## src/verilog/tms_pkg.sv

```systemverilog
// Purpose: Constants and types of the touch digitizer sequencer
// Assumes: Wishbone register map on 32-bit aligned words
// Notes: Shared by the sequencer, its property checks and the bench
package tms_pkg;

   // --------------------------------------------------------------
   // Conversion geometry
   // --------------------------------------------------------------
   localparam int TMS_RES_BITS = 12; // Full resolution
   localparam int TMS_LO_BITS = 8; // Reduced resolution
   localparam int TMS_CODE_STEPS = 4096; // Codes across the span
   localparam int TMS_CMD_BITS = 8; // Control word length
   localparam int TMS_TRACK_EDGE = 5; // Falling edge that opens track
   localparam int TMS_ACQ_CYCLES = 3; // Track window in serial cycles
   localparam logic [11:0] TMS_FULL_MASK = 12'hFFF;
   localparam logic [11:0] TMS_LO_MASK = 12'hFF0;
   localparam logic [11:0] TMS_MSB_ONE = 12'h800;

   // --------------------------------------------------------------
   // Command fields
   // --------------------------------------------------------------
   localparam logic [2:0] TMS_CH_XP = 3'h1;
   localparam logic [2:0] TMS_CH_AUXA = 3'h2;
   localparam logic [2:0] TMS_CH_YP = 3'h5;
   localparam logic [2:0] TMS_CH_AUXB = 3'h6;
   localparam logic [1:0] TMS_PD_AWAKE = 2'h3;

   // --------------------------------------------------------------
   // Register map
   // --------------------------------------------------------------
   localparam logic [7:0] TMS_OFF_CFG = 8'h00;
   localparam logic [7:0] TMS_OFF_STAT = 8'h04;
   localparam logic [7:0] TMS_OFF_RESULT = 8'h08;
   localparam logic [7:0] TMS_OFF_IDENT = 8'h0C;
   localparam logic TMS_CFG_EN_RST = 1'b1; // Serial port enabled

   // --------------------------------------------------------------
   // Types
   // --------------------------------------------------------------
   typedef enum logic [2:0] {
      TMS_ST_IDLE, TMS_ST_CMD, TMS_ST_ACQ, TMS_ST_CONV, TMS_ST_PUSH
   } tms_state_e;
   typedef enum logic [2:0] {
      TMS_MUX_NONE, TMS_MUX_XP, TMS_MUX_YP, TMS_MUX_AUXA, TMS_MUX_AUXB
   } tms_mux_e;
   typedef enum logic [1:0] {
      TMS_REF_PIN, TMS_REF_YPAIR, TMS_REF_XPAIR
   } tms_ref_e;

endpackage

```

## src/verilog/tms_sequencer.sv

```systemverilog
// Purpose: Serial command decode, track/convert sequencing and
//          result shift-out of a touch digitizer, with Wishbone regs
// Assumes: Serial pins are asynchronous to clk_sys and much slower
// Notes: Result words pass a two-entry buffer before shift-out

// ------------------------------------------------------------------
// Small buffer
// ------------------------------------------------------------------
module tms_fifo #(
   parameter int W = 13,
   parameter int D = 2
) (
   input wire logic clk_sys,
   input wire logic rst_n,
   input wire logic flush,
   input wire logic in_valid,
   input wire logic [W-1:0] in_data,
   output logic in_ready,
   output logic out_valid,
   output logic [W-1:0] out_data,
   input wire logic out_ready
);
   localparam int AW = (D > 1) ? $clog2(D) : 1;
   localparam int CW = $clog2(D + 1);

   generate
      if (D < 2) begin : g_bad_depth
         $error("tms_fifo needs a depth of at least two");
      end
   endgenerate

   logic [W-1:0] mem_q [D]; // Entry storage
   logic [AW-1:0] wr_q; // Write index
   logic [AW-1:0] rd_q; // Read index
   logic [CW-1:0] cnt_q; // Entries held
   logic push;
   logic pop;

   // Full and empty come straight from the count
   assign in_ready = (cnt_q != CW'(D));
   assign out_valid = (cnt_q != '0);
   assign out_data = mem_q[rd_q];
   assign push = in_valid & in_ready;
   assign pop = out_valid & out_ready;

   // Storage write
   always_ff @(posedge clk_sys) begin
      if (push) begin
         mem_q[wr_q] <= in_data;
      end
   end

   // Pointers and count; flush drops stale words
   always_ff @(posedge clk_sys or negedge rst_n) begin
      if (!rst_n) begin
         wr_q <= '0;
         rd_q <= '0;
         cnt_q <= '0;
      end else if (flush) begin
         wr_q <= '0;
         rd_q <= '0;
         cnt_q <= '0;
      end else begin
         if (push) begin
            wr_q <= (wr_q == AW'(D - 1)) ? '0 : wr_q + 1'b1;
         end
         if (pop) begin
            rd_q <= (rd_q == AW'(D - 1)) ? '0 : rd_q + 1'b1;
         end
         cnt_q <= cnt_q + CW'(push) - CW'(pop);
      end
   end
endmodule

// ------------------------------------------------------------------
// Sequencer top
// ------------------------------------------------------------------
module tms_sequencer
   import tms_pkg::*;
#(
   parameter logic [11:0] IDENT_CODE = 12'h5A3 // Arbitrary value
) (
   input wire logic clk_sys,
   input wire logic rst_n,
   input wire logic wb_cyc_i,
   input wire logic wb_stb_i,
   input wire logic wb_we_i,
   input wire logic [7:0] wb_adr_i,
   input wire logic [3:0] wb_sel_i,
   input wire logic [31:0] wb_dat_i,
   output logic [31:0] wb_dat_o,
   output logic wb_ack_o,
   input wire logic cs_n_pin,
   input wire logic serial_conv_clock,
   input wire logic din_pin,
   input wire logic cmp_hi,
   output logic [11:0] sar_trial,
   output logic dout,
   output logic dout_oe_n,
   output logic busy_o,
   output logic busy_oe_n,
   output logic track_o,
   output tms_mux_e mux_sel,
   output tms_ref_e ref_sel,
   output logic x_drv_on,
   output logic y_drv_on,
   output logic pwr_down
);

   // --------------------------------------------------------------
   // Pin synchronisers and edge detection
   // --------------------------------------------------------------
   logic [3:0] sy1_q; // First stage, read only by second stage
   logic [3:0] sy2_q; // Second stage: cs, clock, data, comparator
   logic sck_prev_q; // Clock level one cycle back
   logic cs_s, sck_s, din_s, cmp_s, rise, fall, active;

   // Two flops per pin; deselected and idle-low clock at reset
   always_ff @(posedge clk_sys or negedge rst_n) begin
      if (!rst_n) begin
         sy1_q <= 4'h8;
         sy2_q <= 4'h8;
         sck_prev_q <= 1'b0;
      end else begin
         sy1_q <= {cs_n_pin, serial_conv_clock, din_pin, cmp_hi};
         sy2_q <= sy1_q;
         sck_prev_q <= sy2_q[2];
      end
   end

   assign cs_s = sy2_q[3];
   assign sck_s = sy2_q[2];
   assign din_s = sy2_q[1];
   assign cmp_s = sy2_q[0];
   // Every step of the sequence but the push waits for a serial clock edge
   assign rise = sck_s & ~sck_prev_q;
   assign fall = ~sck_s & sck_prev_q;

   // --------------------------------------------------------------
   // Registers
   // --------------------------------------------------------------
   logic cfg_en_q; // Software enable of the serial port
   logic [7:0] cmd_word_q; // Control word as shifted in; full once decoded
   logic [12:0] word_q; // Resolution flag and result code
   tms_state_e state_q;
   logic [2:0] bitcnt_q; // Command bits taken after the start
   logic [3:0] fcnt_q; // Falling edges since the start bit
   logic [11:0] mask_q; // Bit under trial
   logic [3:0] step_q; // Decisions made
   logic [11:0] sh_q; // Output shift register
   logic [3:0] shn_q; // Result bits still to send
   logic ack_q;
   logic [7:0] wcmd;
   logic [11:0] trial_nx;
   logic [3:0] nbits;
   logic last_step, hold_edge, fifo_rdy, fifo_vld, pop_rdy;
   logic [12:0] fifo_data;

   // Deselect or disable abandons any word in flight
   assign active = ~cs_s & cfg_en_q;
   assign wcmd = {1'b1, cmd_word_q[5:0], din_s};
   assign nbits = word_q[12] ? 4'(TMS_LO_BITS) : 4'(TMS_RES_BITS);
   assign last_step = (step_q == nbits - 4'h1);
   assign hold_edge = fall && fcnt_q == 4'(TMS_TRACK_EDGE
                      + TMS_ACQ_CYCLES - 1);
   // Keep the trial bit when input is above, then try the next
   assign trial_nx = (cmp_s ? sar_trial : sar_trial & ~mask_q)
                     | (mask_q >> 1);

   // --------------------------------------------------------------
   // Command and conversion sequence
   // --------------------------------------------------------------
   always_ff @(posedge clk_sys or negedge rst_n) begin
      if (!rst_n) begin
         state_q <= TMS_ST_IDLE;
         bitcnt_q <= 3'h0;
         cmd_word_q <= 8'h00;
      end else if (!active) begin
         state_q <= TMS_ST_IDLE;
      end else begin
         unique case (state_q)
            // Zeros before the start bit are ignored
            TMS_ST_IDLE: begin
               if (rise && din_s) begin
                  state_q <= TMS_ST_CMD;
                  bitcnt_q <= 3'h0;
               end
            end
            // Seven more bits, MSB first, on rising edges
            TMS_ST_CMD: begin
               if (rise) begin
                  cmd_word_q <= {cmd_word_q[6:0], din_s};
                  bitcnt_q <= bitcnt_q + 3'h1;
                  if (bitcnt_q == 3'(TMS_CMD_BITS - 2)) begin
                     cmd_word_q <= wcmd;
                     state_q <= TMS_ST_ACQ;
                  end
               end
            end
            // Hold ends acquisition; identity skips conversion
            TMS_ST_ACQ: begin
               if (hold_edge) begin
                  if (cmd_word_q[6:4] == TMS_CH_AUXB && !cmd_word_q[2])
                     begin
                     state_q <= TMS_ST_PUSH;
                  end else begin
                     state_q <= TMS_ST_CONV;
                  end
               end
            end
            // One decision per rising edge
            TMS_ST_CONV: begin
               if (rise && last_step) begin
                  state_q <= TMS_ST_PUSH;
               end
            end
            // Stalls here while the buffer is full
            TMS_ST_PUSH: begin
               if (fifo_rdy) begin
                  state_q <= TMS_ST_IDLE;
               end
            end
         endcase
      end
   end

   // Falling edge count from the start bit, saturating
   always_ff @(posedge clk_sys or negedge rst_n) begin
      if (!rst_n) begin
         fcnt_q <= 4'h0;
      end else if (state_q == TMS_ST_IDLE) begin
         fcnt_q <= 4'h0;
      end else if (fall && fcnt_q != 4'hF) begin
         fcnt_q <= fcnt_q + 4'h1;
      end
   end

   // Track from the fifth falling edge for three cycles
   always_ff @(posedge clk_sys or negedge rst_n) begin
      if (!rst_n) begin
         track_o <= 1'b0;
      end else if (!active || hold_edge) begin
         track_o <= 1'b0;
      end else if (fall && fcnt_q == 4'(TMS_TRACK_EDGE - 1)
                   && state_q != TMS_ST_IDLE) begin
         track_o <= 1'b1;
      end
   end

   // Successive approximation and result word
   always_ff @(posedge clk_sys or negedge rst_n) begin
      if (!rst_n) begin
         sar_trial <= 12'h000;
         mask_q <= 12'h000;
         step_q <= 4'h0;
         word_q <= 13'h0000;
      end else if (state_q == TMS_ST_ACQ && hold_edge) begin
         sar_trial <= TMS_MSB_ONE;
         mask_q <= TMS_MSB_ONE;
         step_q <= 4'h0;
         word_q <= {cmd_word_q[3], IDENT_CODE};
      end else if (state_q == TMS_ST_CONV && rise) begin
         sar_trial <= trial_nx;
         mask_q <= mask_q >> 1;
         step_q <= step_q + 4'h1;
         if (last_step) begin
            word_q[11:0] <= trial_nx & (word_q[12] ? TMS_LO_MASK
                            : TMS_FULL_MASK);
         end
      end
   end

   // --------------------------------------------------------------
   // Multiplexer, drivers, reference and power
   // --------------------------------------------------------------
   always_ff @(posedge clk_sys or negedge rst_n) begin
      if (!rst_n) begin
         mux_sel <= TMS_MUX_NONE;
         ref_sel <= TMS_REF_PIN;
         x_drv_on <= 1'b0;
         y_drv_on <= 1'b0;
         pwr_down <= 1'b1;
      end else if (active && state_q == TMS_ST_CMD && rise
                   && bitcnt_q == 3'(TMS_CMD_BITS - 2)) begin
         pwr_down <= 1'b0;
         mux_sel <= TMS_MUX_NONE;
         ref_sel <= TMS_REF_PIN;
         x_drv_on <= 1'b0;
         y_drv_on <= 1'b0;
         // Invalid codes leave input, drivers and pair reference off, power on
         unique case (wcmd[6:4])
            TMS_CH_XP: begin
               mux_sel <= TMS_MUX_XP;
               y_drv_on <= 1'b1;
               if (!wcmd[2]) ref_sel <= TMS_REF_YPAIR;
            end
            TMS_CH_YP: begin
               mux_sel <= TMS_MUX_YP;
               x_drv_on <= 1'b1;
               if (!wcmd[2]) ref_sel <= TMS_REF_XPAIR;
            end
            TMS_CH_AUXA: begin
               if (wcmd[2]) mux_sel <= TMS_MUX_AUXA;
            end
            TMS_CH_AUXB: begin
               if (wcmd[2]) mux_sel <= TMS_MUX_AUXB;
            end
            default: begin
               mux_sel <= TMS_MUX_NONE;
            end
         endcase
      end else if (state_q == TMS_ST_PUSH && fifo_rdy
                   && cmd_word_q[1:0] != TMS_PD_AWAKE) begin
         // Drivers stay on until a command lets them go
         x_drv_on <= 1'b0;
         y_drv_on <= 1'b0;
         mux_sel <= TMS_MUX_NONE;
         ref_sel <= TMS_REF_PIN; // Pair reference ends with the drivers
         pwr_down <= 1'b1;
      end
   end

   // --------------------------------------------------------------
   // Result buffer and output shifter
   // --------------------------------------------------------------
   assign pop_rdy = fall & ~cs_s & (shn_q == 4'h0);

   tms_fifo #(.W(13), .D(2)) u_buf (
      .clk_sys(clk_sys),
      .rst_n(rst_n),
      .flush(cs_s),
      .in_valid(state_q == TMS_ST_PUSH),
      .in_data(word_q),
      .in_ready(fifo_rdy),
      .out_valid(fifo_vld),
      .out_data(fifo_data),
      .out_ready(pop_rdy)
   );

   // Bits change only on falling edges or deselect; zeros once a word is spent
   always_ff @(posedge clk_sys or negedge rst_n) begin
      if (!rst_n) begin
         sh_q <= 12'h000;
         shn_q <= 4'h0;
         dout <= 1'b0;
      end else if (cs_s) begin
         shn_q <= 4'h0;
         dout <= 1'b0;
      end else if (fall) begin
         if (shn_q != 4'h0) begin
            dout <= sh_q[11];
            sh_q <= sh_q << 1;
            shn_q <= shn_q - 4'h1;
         end else if (fifo_vld) begin
            dout <= fifo_data[11];
            sh_q <= fifo_data[11:0] << 1;
            shn_q <= (fifo_data[12] ? 4'(TMS_LO_BITS)
                      : 4'(TMS_RES_BITS)) - 4'h1;
         end else begin
            dout <= 1'b0;
         end
      end
   end

   // Output enables follow chip select; busy marks conversion
   always_ff @(posedge clk_sys or negedge rst_n) begin
      if (!rst_n) begin
         dout_oe_n <= 1'b1;
         busy_oe_n <= 1'b1;
         busy_o <= 1'b0;
      end else begin
         dout_oe_n <= cs_s;
         busy_oe_n <= cs_s;
         busy_o <= (state_q == TMS_ST_CONV);
      end
   end

   // --------------------------------------------------------------
   // Wishbone slave
   // --------------------------------------------------------------
   // Answer one cycle after the request; ack drops the cycle after
   always_ff @(posedge clk_sys or negedge rst_n) begin
      if (!rst_n) begin
         ack_q <= 1'b0;
         wb_ack_o <= 1'b0;
         wb_dat_o <= 32'h0000_0000;
         cfg_en_q <= TMS_CFG_EN_RST;
      end else begin
         ack_q <= wb_cyc_i & wb_stb_i & ~ack_q;
         wb_ack_o <= wb_cyc_i & wb_stb_i & ~ack_q;
         if (wb_cyc_i && wb_stb_i && !ack_q) begin
            unique case (wb_adr_i)
               TMS_OFF_CFG: wb_dat_o <= {31'h0, cfg_en_q};
               TMS_OFF_STAT: wb_dat_o <= {20'h0, track_o, fifo_vld,
                  pwr_down, busy_o, cmd_word_q};
               TMS_OFF_RESULT: wb_dat_o <= {19'h0, word_q};
               TMS_OFF_IDENT: wb_dat_o <= {20'h0, IDENT_CODE};
               default: wb_dat_o <= 32'h0000_0000; // Unmapped
            endcase
            // Write lands at the edge that takes the request
            if (wb_we_i && wb_sel_i[0] && wb_adr_i == TMS_OFF_CFG) begin
               cfg_en_q <= wb_dat_i[0];
            end
         end
      end
   end
endmodule
```

## config.mk

```make
export PLATFORM = sky130hd
export DESIGN_NAME = tms_sequencer
export DESIGN_NICKNAME = d
export VERILOG_FILES = /design/src/verilog/tms_pkg.sv /design/src/verilog/tms_sequencer.sv
export SDC_FILE = /design/constraint.sdc
export NUM_CORES = 1
export LEC_CHECK = 0
export ABC_AREA = 1
export BUFFER_PORTS_ARGS = -buffer_cell sky130_fd_sc_hd__buf_2
export CORE_UTILIZATION = 25
export CTS_CLUSTER_DIAMETER = 50
export DETAILED_ROUTE_END_ITERATION = 16
export GPL_ROUTABILITY_DRIVEN = 0
export PLACE_DENSITY = 0.49
export SYNTH_ARGS = -nofsm -noshare
export SYNTH_HDL_FRONTEND = slang
export SYNTH_SLANG_ARGS = --single-unit
```

## constraint.sdc

```tcl
create_clock -name clk_sys -period 2.5 [get_ports clk_sys]
set_input_delay 0 -clock clk_sys [delete_from_list [all_inputs] [get_ports clk_sys]]
set_output_delay 0 -clock clk_sys [all_outputs]
set_load 0.05 [all_outputs]
```

==> results by group, run 1 <==
GRT
  • First-pass GRT wire length: ~25 mm
  • Met3 GRT Util: under 10%
  • Initial antenna violation count: 0
  • Total congestion overflow: 0
  • GR Layer Usage met2: roughly a fifth
  • Gr usage total: about 13%
  • Number of global-route vias before repair: 4,706
  • Largest net degree at the start of global routing: 47
  • Global route hottest layer: met2
  • Met1 GRT Util: between 15 and 20%

Place
  • Post-DP HPWL: 10.9 mm
  • Number of port buffers: 57
  • Post-DP Area: approximately 0.007 mm^2
  • Pre-CTS setup slack: between 500 and 600 ps

Worst setup path
  • Crit end category: register
  • CP delay by family, top: buffers and inverters
  • Slowest Stage Delay on Critical Path: ~570 ps
  • R2R Path Start: shn_q[0]
  • Crit path required time: about 2900 ps
  • CP Launch Type: input pin
  • Setup CP Type: in2reg
  • WP buf/inv: 7
  • Cell mode on critical path: dlygate4sd3_1
  • Crit. Startpoint: wb_stb_i
  • Crit path cell chain: dlygate4sd3_1 -> buf_2 -> nand2_1 -> dlygate4sd3_1 -> nor2_1 -> buf_4 -> clkinvlp_4 -> nor2_1 -> nand2_1 -> o21ai_0 -> dlygate4sd3_1 -> inv_1
  • Worst-path maximum fanout: 14
  • CP arrival: roughly 2700 ps
  • R2R setup slack: 550 ps
  • Slowest CP cell: dlygate4sd3_1

Drt
  • Post-Route WL: roughly 15 mm
  • DRC Markers: 0
  • Antenna Violating Nets Remaining: 0
  • Routed length per placed instance: around 14 um
  • First-pass detailed-route iteration total: 4
  • Vias/cell: about 4.3
  • Via count: ~4,700
  • Drt initial violations: around 210

Die
  • Core box area: roughly 0.025 mm^2
  • Number of cell rows: 57
  • Boundary pin count: 111
  • Initial core utilization: 25.7%
  • Die area: approximately 0.026 mm^2
  • Die width: between 150 and 200 um
  • Die span in y: between 150 and 200 um

Yosys
  • Avg Cell Area, Syn: 9.01 um^2
  • Main area contributors after synthesis: dfrtp_1 43%, edfxtp_1 12%, nand2_1 10%
  • Cells after synthesis: about 700
  • Synth area leader: dfrtp_1
  • Area share of the largest cell type after synthesis: between 40% and 50%
  • Synth Register Bits: between 100 and 150
  • Synthesized area: ~0.0063 mm^2
  • Top cells by count, synth: 175 x nand2_1, 109 x dfrtp_1, 70 x o21ai_0, 57 x inv_1, 57 x nor2_1
  • Post-synth EDFFs: 26
  • Count leader, synth: nand2_1
  • Unique masters post-synth: 36
  • Seq/Total Area, Yosys: 57.8%
  • Async set or reset register ratio after synthesis: about four fifths
  • Main synth FF type: dfrtp_1
  • Ys Warns: 0

Final layout
  • Final nets: 841
  • Cell area after layout: approximately 0.0076 mm^2
  • FF+latch area: ~0.0036 mm^2
  • Area grow syn2layout: 21.5%
  • Ant. Diodes: 0
  • Multi-input gate area: approximately 0.0022 mm^2
  • Share of layout cells above drive strength 1: between 10% and 20%
  • # fillers: between 2,000 and 3,000

STA
  • RSZ-0062 raised after global routing: false
  • Max-slew headroom: between 50% and 60%
  • Setup_tns: 0 ps
  • Worst Clk Skew: just under 9 ps
  • Max-slew violation count: 0
  • Slew @ Worst Pin: between 600 and 700 ps
  • Worst hold slack: 72.5 ps
  • Fmax: 0.434 GHz
  • Final setup fails: 0
  • Post-layout minimum cycle time: ~2300 ps
  • Final Cycle Share: roughly 92%
  • Final hold viol count: 0
  • Setup WS post-layout: slightly below 200 ps

Run
  • Max Cap Violations: 0

Pwr
  • Leakage: about 3.7 nW
  • Pwr/cell area: roughly 830 mW/mm^2
  • Power Total: around 6.3 mW
  • Worst VDD drop: between 300 and 400 uV

Clocking
  • Num CTS Buffers: 17
  • H-tree depth: 4
  • Clk sinks: 140
  • CTS tree: done
  • Clk root buf: clkbuf_16
  • Clock transition at path regs: roughly 60 ps
  • Clock Latency Late Sink: about 430 ps
  • Clk buf depth: 2

Worst hold path
  • Hold_sp: wb_adr_i[2]
  • Min-delay worst type: in2reg

Outcome
  • Status: finished, final reports clean
-- placed cells by master, fill, tap and decap left out, types with 4 or more instances in the layout --
master	count
nand2_2	5
o21ai_0	70
nand3_1	51
buf_2	56
edfxtp_1	26
dfstp_2	5
nand2_1	175
nor2_1	57
dfrtp_1	109
xor2_1	4
clkbuf_16	19
a21oi_1	19
ha_1	9
nor2_4	4
clkinv_2	6
nand4_1	4
clkinvlp_4	4
inv_2	9
conb_1	19
nor3_1	10
o21ai_1	24
buf_4	14
dlygate4sd3_1	9
o22ai_1	4
inv_1	56
-- kinds of logic after synthesis --
| kind of cell | count (synthesis) | synth area share, % |
|---|---|---|
| simple gates | 313 | 21.1 |
| flops | 140 | 57.8 |
| compound gates | 125 | 10.4 |
| buf+inv | 104 | 7.85 |
| fa+ha+maj | 9 | 1.79 |
| xor+xnor | 5 | 0.695 |
| mux | 2 | 0.318 |
| other cells | 1 | 0.0595 |
-- final timing paths --
| path | endpoint | cells after the start |
|---|---|---|
| max reg2reg | u_buf.cnt_q[1] | 13 |
| min | wb_dat_o[12] | 5 |
| min in group asynchronous | shn_q[2] | 2 |
| max in group asynchronous | pwr_down | 3 |
| max | cfg_en_q | 12 |
| min reg2reg | sy2_q[0] | 0 |
-- layout make-up --
class | instances | share of cell area [%]
timing repair buffer | 81 | 6.74
clock inverter | 11 | 1.47
tap | 324 | 5.30
sequential | 140 | 47.6
clock buffer | 21 | 6.45
multi-input combinational | 473 | 29.2
inverter | 66 | 3.29
-- through the flow --
stage / cells / util [%]
floorplan: 717 / -
global placement: 1073 / 28.3
detailed placement: 1073 / 28.3
CTS: 1114 / 31.1
global route: 1116 / 31.2
finish: 1116 / 31.2
-- repair_timing --
item                                    in CTS  in global routing
resized for setup                            0                  1
endpoints found under the setup margin       0                  1
setup buffers                                0                  2
hold buffers                                 9                  0
hold endpoints to repair                    46                  0
-- where the power goes --
| group | total, mW | leakage (nW) | internal, mW | switching, mW |
|---|---|---|---|---|
| combinational | 0.998 | 1.63 | 0.303 | 0.695 |
| sequential | 2.74 | 1.78 | 2.56 | 0.180 |
| clock | 2.58 | 0.295 | 1.60 | 0.981 |
| total | 6.32 | 3.71 | 4.46 | 1.86 |
-- worst min-delay path, stage by stage --
cell and delay [ps]:
buf_2 90, nor3_1 50, buf_4 170, nand3_1 70, o21ai_0 60
-- sequential cells by signal (all words and copies together), names as in the netlist, 4 cells and up --
name         flops
sh_q            11
step_q           4
sy2_q            4
fcnt_q           4
u_buf.mem_q     26
sar_trial       12
cmd_word_q       8
wb_dat_o        13
sy1_q            4
word_q          13
mask_q          12
shn_q            4
-- layer usage --
metal	vias up	share of wire, %
met1	2237	49
met2	80	47
met4	0	0.79
met5	-	0
li1	2418	-
met3	11	3.5
No activity file was read; power rests on OpenSTA's default activity.
==> run 2, diff against run 1 <==
--- a/config.mk
+++ b/config.mk
@@ -11,7 +11,9 @@
 export CTS_CLUSTER_DIAMETER = 50
 export DETAILED_ROUTE_END_ITERATION = 16
 export GPL_ROUTABILITY_DRIVEN = 0
+export GPL_TIMING_DRIVEN = 0
 export PLACE_DENSITY = 0.49
+export RECOVER_POWER = 25
 export SYNTH_ARGS = -nofsm -noshare
 export SYNTH_HDL_FRONTEND = slang
 export SYNTH_SLANG_ARGS = --single-unit
==> run 2 against run 1 <==
Effect of this change:
- core utilization rose by 0.46 points
- maximum frequency rose by 6.6%
- critical path type is now reg2reg
- total power grew 1.2%
- final cell count rose by 2.1%
- non-clock buffer count grew 23
- die area stayed put
- sequential cell count did not move
==> results by group, run 2 (synthesized netlist as in run 1, its figures left out) <==
STA
  • Worst Clk Skew: 7.69 ps (was 8.77 ps)
  • Post-layout minimum cycle time: 2160 ps (was 2310 ps)
  • Final Cycle Share: 86.5% (was 92.2%)
  • Slew @ Worst Pin: 1270 ps (was 664 ps)
  • Max-slew violation count: 0 (unchanged)
  • RSZ-0062 raised after global routing: false (unchanged)
  • Max-slew headroom: 15.3% (was 55.7%)
  • Setup WS post-layout: 336 ps (was 194 ps)
  • Final hold viol count: 0 (unchanged)
  • Final setup fails: 0 (unchanged)
  • Fmax: 0.462 GHz (was 0.434 GHz)

Pwr
  • Fraction of power spent switching nets: 28.9% (was 29.4%)
  • Clk network pwr share: 41.4% (was 40.9%)
  • Leakage: 3.80 nW (was 3.71 nW)
  • Logic pwr share: 15.8% (about the same)
  • Switching Power: 1.85 mW (was 1.86 mW)
  • Worst VDD drop: 494 uV (was 364 uV)
  • Reg power frac: 42.8% (was 43.3%)
  • Int Power: 4.55 mW (was 4.46 mW)
  • Pwr/cell area: 824 mW/mm^2 (was 826 mW/mm^2)

Clocking
  • Clk buf depth: 2 (unchanged)
  • Clk sinks: 140 (unchanged)
  • CTS tree: done (unchanged)
  • H-tree depth: 4 (unchanged)
  • Cts repair resizes: 0 (unchanged)
  • Num CTS Buffers: 17 (unchanged)
  • Clk root buf: clkbuf_16 (unchanged)
  • Clock transition at path regs: 60 ps (about the same)
  • Clock Latency Late Sink: 430 ps (about the same)

Place
  • Post-DP HPWL: 11.4 mm (was 10.9 mm)
  • Number of port buffers: 57 (unchanged)
  • Placed Cells incl. Taps: 1,099 (was 1,073)
  • Pre-CTS setup slack: 281 ps (was 552 ps)

Die
  • Die span in y: 161 um (unchanged)
  • Boundary pin count: 111 (unchanged)
  • Number of cell rows: 57 (unchanged)
  • Core box area: 0.0245 mm^2 (unchanged)
  • Die area: 0.0258 mm^2 (unchanged)
  • Die width: 161 um (unchanged)
  • Initial core utilization: 25.7% (unchanged)

Worst setup path
  • R2R setup slack: 340 ps (was 550 ps)
  • Crit path required time: 2540 ps (was 2860 ps)
  • CP Launch Type: register (was input pin)
  • Setup CP Type: reg2reg (was in2reg)
  • Worst-path maximum fanout: 14 (unchanged)
  • Crit end category: register (unchanged)
  • CP arrival: 2200 ps (was 2670 ps)

Final layout
  • # fillers: 2,608 (was 2,594)
  • Commonest non-fill, non-tap cell in the layout: nand2_1 (unchanged)
  • Ant. Diodes: 0 (unchanged)
  • Final nets: 864 (was 841)
  • Biggest regs: u_buf.mem_q (26), wb_dat_o (13), word_q (13) (unchanged)
  • Layout Cells excl Fill: 1,139 (was 1,116)
  • Area grow syn2layout: 23.2% (was 21.5%)
  • Most frequent cells in the layout: 175 x nand2_1, 109 x dfrtp_1, 70 x o21ai_0 (unchanged)
  • Biggest register: u_buf.mem_q (unchanged)
  • Share of layout cells above drive strength 1: 18.0% (was 16.7%)
  • Max reg flops: 26 (unchanged)

Run
  • Max Cap Violations: 0 (unchanged)

Drt
  • DRC Markers: 0 (unchanged)
  • Via count: 4,850 (was 4,746)
  • Antenna Violating Nets Remaining: 0 (unchanged)
  • Vias/cell: 4.26 (was 4.25)
  • Drt initial violations: 253 (was 214)
  • First-pass detailed-route iteration total: 4 (unchanged)
  • Post-Route WL: 15.4 mm (was 15.2 mm)
  • Routed length per placed instance: 13.5 um (was 13.6 um)

Worst hold path
  • Min-delay worst type: in2async (was in2reg)

GRT
  • Number of global-route vias before repair: 4,668 (was 4,706)
  • First-pass GRT wire length: 25.0 mm (was 24.9 mm)
  • Total congestion overflow: 0 (unchanged)
  • Initial antenna violation count: 0 (unchanged)
  • Gr usage total: 12.8% (was 12.5%)
  • Largest net degree at the start of global routing: 91 (was 47)

Outcome
  • Status: finished, final reports clean (unchanged)
## run 2: cell count changes in the layout (fill, tap and decap cells not counted), moves of 2 or more
cell        before  now
buf_12           2    0
buf_2           56   64
buf_4           14   21
buf_6            0    2
clkbuf_1         1    8
clkinvlp_4       4    1
## run 2: final timing paths
path                            startpoint                 to  depth (start not counted)
worst max-delay path            state_q[0]  u_buf.mem_q[1][5]                          3
worst min-delay path                 rst_n          busy_oe_n                          2
worst max register to register  state_q[0]  u_buf.mem_q[1][5]                          3
worst min register to register    sy1_q[0]           sy2_q[0]                          0
max in group asynchronous            rst_n            sh_q[7]                          3
min in group clk_sys              wb_stb_i       wb_dat_o[10]                          5
## run 2: power groups by stage
stage          clock, mW  combinational [mW]  sequential (mW)
6_report            2.65                1.01             2.74
5_1_grt             2.82                1.17             2.78
4_1_cts             2.70                1.03             2.74
3_5_place_dp           0                1.02             2.78
3_3_place_gp           0                1.01             2.78
2_1_floorplan          0               0.693             2.80
## run 2: timing repair
action,4_1_cts,5_1_grt
buffers inserted,0,0
endpoints found under the setup margin,0,0
endpoints found under the hold margin,115,0
hold buffers,8,0
## run 2: area by class of cell
cell class / instances / area [um^2] / share of cell area [%]
Inverter: 66 / 248 / 3.19
Multi-Input combinational cell: 473 / 2230 / 28.7
Timing Repair Buffer: 66 / 372 / 4.79
Clock inverter: 11 / 138 / 1.77
Tap cell: 324 / 405 / 5.22
Clock buffer: 21 / 482 / 6.21
Sequential cell: 140 / 3640 / 46.9
Buffer: 38 / 246 / 3.18
## run 2: routing by layer
layer,vias to the layer above,track usage [%],wire (um)
met3,25,2.51,576
met4,0,5.40,304
li1,2470,-,-
met5,-,0,0
met1,2267,17.4,7350
met2,88,19.7,7120
## run 2: critical path: stages (launching register included)
cell	delay, ps
dfrtp_1	440
nor2_1	180
nand3_1	210
nor2_1	940
## run 2: metrics by stage
stage / power, mW / area, um^2 / TNS (ps) / utilization, % / hold slack, ps
floorplan: 3.49 / 6360 / 0 / - / -296
global placement: 3.78 / 7060 / -12190 / 28.8 / 106
detailed placement: 3.80 / 7090 / 0 / 28.9 / -118
CTS: 6.47 / 7790 / 0 / 31.7 / 57.7
global route: 6.76 / 7760 / 0 / 31.6 / 111
finish: 6.39 / 7760 / 0 / 31.6 / 89.7
==> run 3, diff against run 2 <==
--- a/config.mk
+++ b/config.mk
@@ -7,6 +7,7 @@
 export LEC_CHECK = 0
 export ABC_AREA = 1
 export BUFFER_PORTS_ARGS = -buffer_cell sky130_fd_sc_hd__buf_2
+export CORE_ASPECT_RATIO = 1.4
 export CORE_UTILIZATION = 25
 export CTS_CLUSTER_DIAMETER = 50
 export DETAILED_ROUTE_END_ITERATION = 16
==> run 3 against run 2 <==
Effect of this change:
- final area decreased by 0.53%
- die area hardly changed
- global-route usage up 0.36 points
- clock-buffer cell count increased by 1
- via count rose by 0.23%
- combinational power hardly changed
- the flow now finishes with violations (capacitance limit, slew limit)
- sequential share of layout area up 0.25 points
- first-iteration DRC count up 11%
- non-clock buffer count decreased by 1
==> results by group, run 3 (synthesized netlist as in run 1, its figures left out) <==
Outcome
  • Status: complete, but fails checks (was finished, final reports clean)
  • Failing checks: capacitance limit, slew limit

STA
  • Fmax: 0.449 GHz (was 0.462 GHz)
  • Max-slew headroom: -27.2% (was 15.3%)
  • Max-slew violation count: 38 (was 0)
  • Setup_tns: 0 ps (unchanged)
  • Worst Clk Skew: 11.5 ps (was 7.69 ps)
  • Final setup fails: 0 (unchanged)
  • RSZ-0062 raised after global routing: false (unchanged)
  • Final Cycle Share: 89.0% (was 86.5%)
  • Slew @ Worst Pin: 1910 ps (was 1270 ps)
  • Final hold viol count: 0 (unchanged)
  • Setup WS post-layout: 274 ps (was 336 ps)
  • Post-layout minimum cycle time: 2230 ps (was 2160 ps)

Final layout
  • FF+latch area: 0.00364 mm^2 (unchanged)
  • Final nets: 863 (was 864)
  • # fillers: 2,607 (was 2,608)
  • Biggest regs: u_buf.mem_q (26), wb_dat_o (13), word_q (13) (unchanged)
  • Area grow syn2layout: 22.6% (was 23.2%)
  • Share of layout cells above drive strength 1: 17.9% (was 18.0%)
  • Most frequent cells in the layout: 175 x nand2_1, 109 x dfrtp_1, 70 x o21ai_0 (unchanged)
  • Commonest non-fill, non-tap cell in the layout: nand2_1 (unchanged)
  • Biggest register: u_buf.mem_q (unchanged)
  • Multi-input gate area: 0.00222 mm^2 (was 0.00223 mm^2)
  • Max reg flops: 26 (unchanged)

Worst setup path
  • Slowest CP cell: nor2_1 (unchanged)
  • R2R Path Start: state_q[0] (unchanged)
  • Worst R2R End: u_buf.mem_q[1][6] (was u_buf.mem_q[1][5])
  • Cell mode on critical path: nor2_1 (unchanged)
  • Worst-path maximum fanout: 14 (unchanged)
  • R2R setup slack: 270 ps (was 340 ps)
  • CP arrival: 2260 ps (was 2200 ps)
  • Reg2Reg Depth: 3 (unchanged)
  • Crit path cell chain: nor2_1 -> nand3_1 -> nor2_1 (unchanged)
  • CP Launch Type: register (unchanged)
  • Crit end category: register (unchanged)
  • Setup CP Type: reg2reg (unchanged)
  • Slowest Stage Delay on Critical Path: 970 ps (was 940 ps)
  • Crit path required time: 2540 ps (about the same)

Pwr
  • Leakage: 3.79 nW (was 3.80 nW)
  • Clk network pwr share: 39.8% (was 41.4%)
  • Worst VDD drop: 412 uV (was 494 uV)
  • Pwr/cell area: 804 mW/mm^2 (was 824 mW/mm^2)
  • Fraction of power spent switching nets: 29.6% (was 28.9%)
  • Switching Power: 1.84 mW (was 1.85 mW)
  • Reg power frac: 44.1% (was 42.8%)
  • Int Power: 4.37 mW (was 4.55 mW)
  • Logic pwr share: 16.0% (was 15.8%)

Clocking
  • H-tree depth: 4 (unchanged)
  • Hold buffer count at cts: 7 (was 8)
  • Clk root buf: clkbuf_16 (unchanged)
  • Clock Latency Late Sink: 430 ps (about the same)
  • Clk buf depth: 2 (unchanged)
  • Clk sinks: 140 (unchanged)
  • Cts repair resizes: 0 (unchanged)
  • Num CTS Buffers: 17 (unchanged)
  • Post-CTS setup buffers: 0 (unchanged)
  • Clock transition at path regs: 60 ps (about the same)
  • CTS tree: done (unchanged)

Drt
  • DRC Markers: 0 (unchanged)
  • Drt initial violations: 282 (was 253)
  • Via count: 4,861 (was 4,850)
  • Post-Route WL: 15.7 mm (was 15.4 mm)
  • Vias/cell: 4.30 (was 4.26)
  • Antenna Violating Nets Remaining: 0 (unchanged)
  • Routed length per placed instance: 13.9 um (was 13.5 um)
  • First-pass detailed-route iteration total: 5 (was 4)

Worst hold path
  • Hold Path Sink: wb_dat_o[5]
  • Hold_sp: wb_cyc_i
  • Min-delay worst type: in2reg (was in2async)
  • Cells on Worst Hold Path: 5

GRT
  • Gr usage total: 13.1% (was 12.8%)
  • Initial antenna violation count: 1 (was 0)
  • Total congestion overflow: 0 (unchanged)
  • Largest net degree at the start of global routing: 78 (was 91)
  • First-pass GRT wire length: 25.7 mm (was 25.0 mm)
  • Number of global-route vias before repair: 4,942 (was 4,668)

Die
  • Die span in y: 190 um (was 161 um)
  • Die width: 136 um (was 161 um)
  • Boundary pin count: 111 (unchanged)
  • Die area: 0.0258 mm^2 (about the same)
  • Core box area: 0.0247 mm^2 (was 0.0245 mm^2)
  • Number of cell rows: 68 (was 57)
  • Initial core utilization: 25.5% (was 25.7%)

Place
  • Post-DP HPWL: 11.8 mm (was 11.4 mm)
  • Number of port buffers: 57 (unchanged)
  • Pre-CTS setup slack: 188 ps (was 281 ps)

Run
  • Max Cap Violations: 1 (was 0)
-- run 3: power groups by stage --
| stage | logic [mW] | clock network (mW) | registers [mW] |
|---|---|---|---|
| 3_3_place_gp | 1.00 | 0 | 2.78 |
| 4_1_cts | 1.03 | 2.53 | 2.74 |
| 2_1_floorplan | 0.693 | 0 | 2.80 |
| 3_5_place_dp | 1.02 | 0 | 2.78 |
| 5_1_grt | 1.16 | 2.61 | 2.77 |
| 6_report | 0.996 | 2.47 | 2.74 |
-- run 3: stage by stage --
| step | cells | hold WS, ps | util [%] | cell area, um^2 | power (mW) |
|---|---|---|---|---|---|
| CTS | 1129 | 2.53 | 31.3 | 7730 | 6.29 |
| global placement | 1089 | 108 | 28.5 | 7040 | 3.78 |
| global route | 1130 | 59.2 | 31.3 | 7720 | 6.53 |
| finish | 1130 | 1.71 | 31.3 | 7720 | 6.21 |
| detailed placement | 1090 | -52.6 | 28.7 | 7080 | 3.80 |
| floorplan | 717 | -296 | - | 6360 | 3.49 |
-- run 3: per-layer routing --
metal / vias to the layer above / global-route usage (%) / routed length (um)
met5: - / 0 / 0
met4: 0 / 5.30 / 317
met3: 20 / 2.82 / 413
met2: 77 / 23.7 / 8440
met1: 2306 / 14.7 / 6490
li1: 2458 / - / -
-- run 3: area by class of cell --
class | instances | share of cell area [%]
sequential | 140 | 47.1
multi-input combinational | 473 | 28.8
clock buffer | 22 | 6.40
tap | 315 | 5.11
timing repair buffer | 65 | 5.01
inverter | 66 | 3.21
buffer | 38 | 3.19
clock inverter | 10 | 1.10
antenna | 1 | 0.0324
-- run 3: worst max-delay path by stage --
| stage | startpoint | to | slack (ps) | cells after the start |
|---|---|---|---|---|
| finish | state_q[0] | u_buf.mem_q[1][6] | 270 | 3 |
| CTS | state_q[0] | u_buf.mem_q[1][6] | 200 | 3 |
| global route | state_q[0] | u_buf.mem_q[1][6] | 100 | 3 |
| global placement | rst_n | sy1_q[1] | -180 | 1 |
| floorplan | shn_q[0] | u_buf.cnt_q[1] | 750 | 13 |
| detailed placement | state_q[0] | u_buf.mem_q[1][8] | 190 | 3 |
-- run 3: critical path, delay by kind of cell, from the launching register on --
kind	cells	cell delay, ps
AND/OR/NAND/NOR	3	1400
flip-flops	1	440
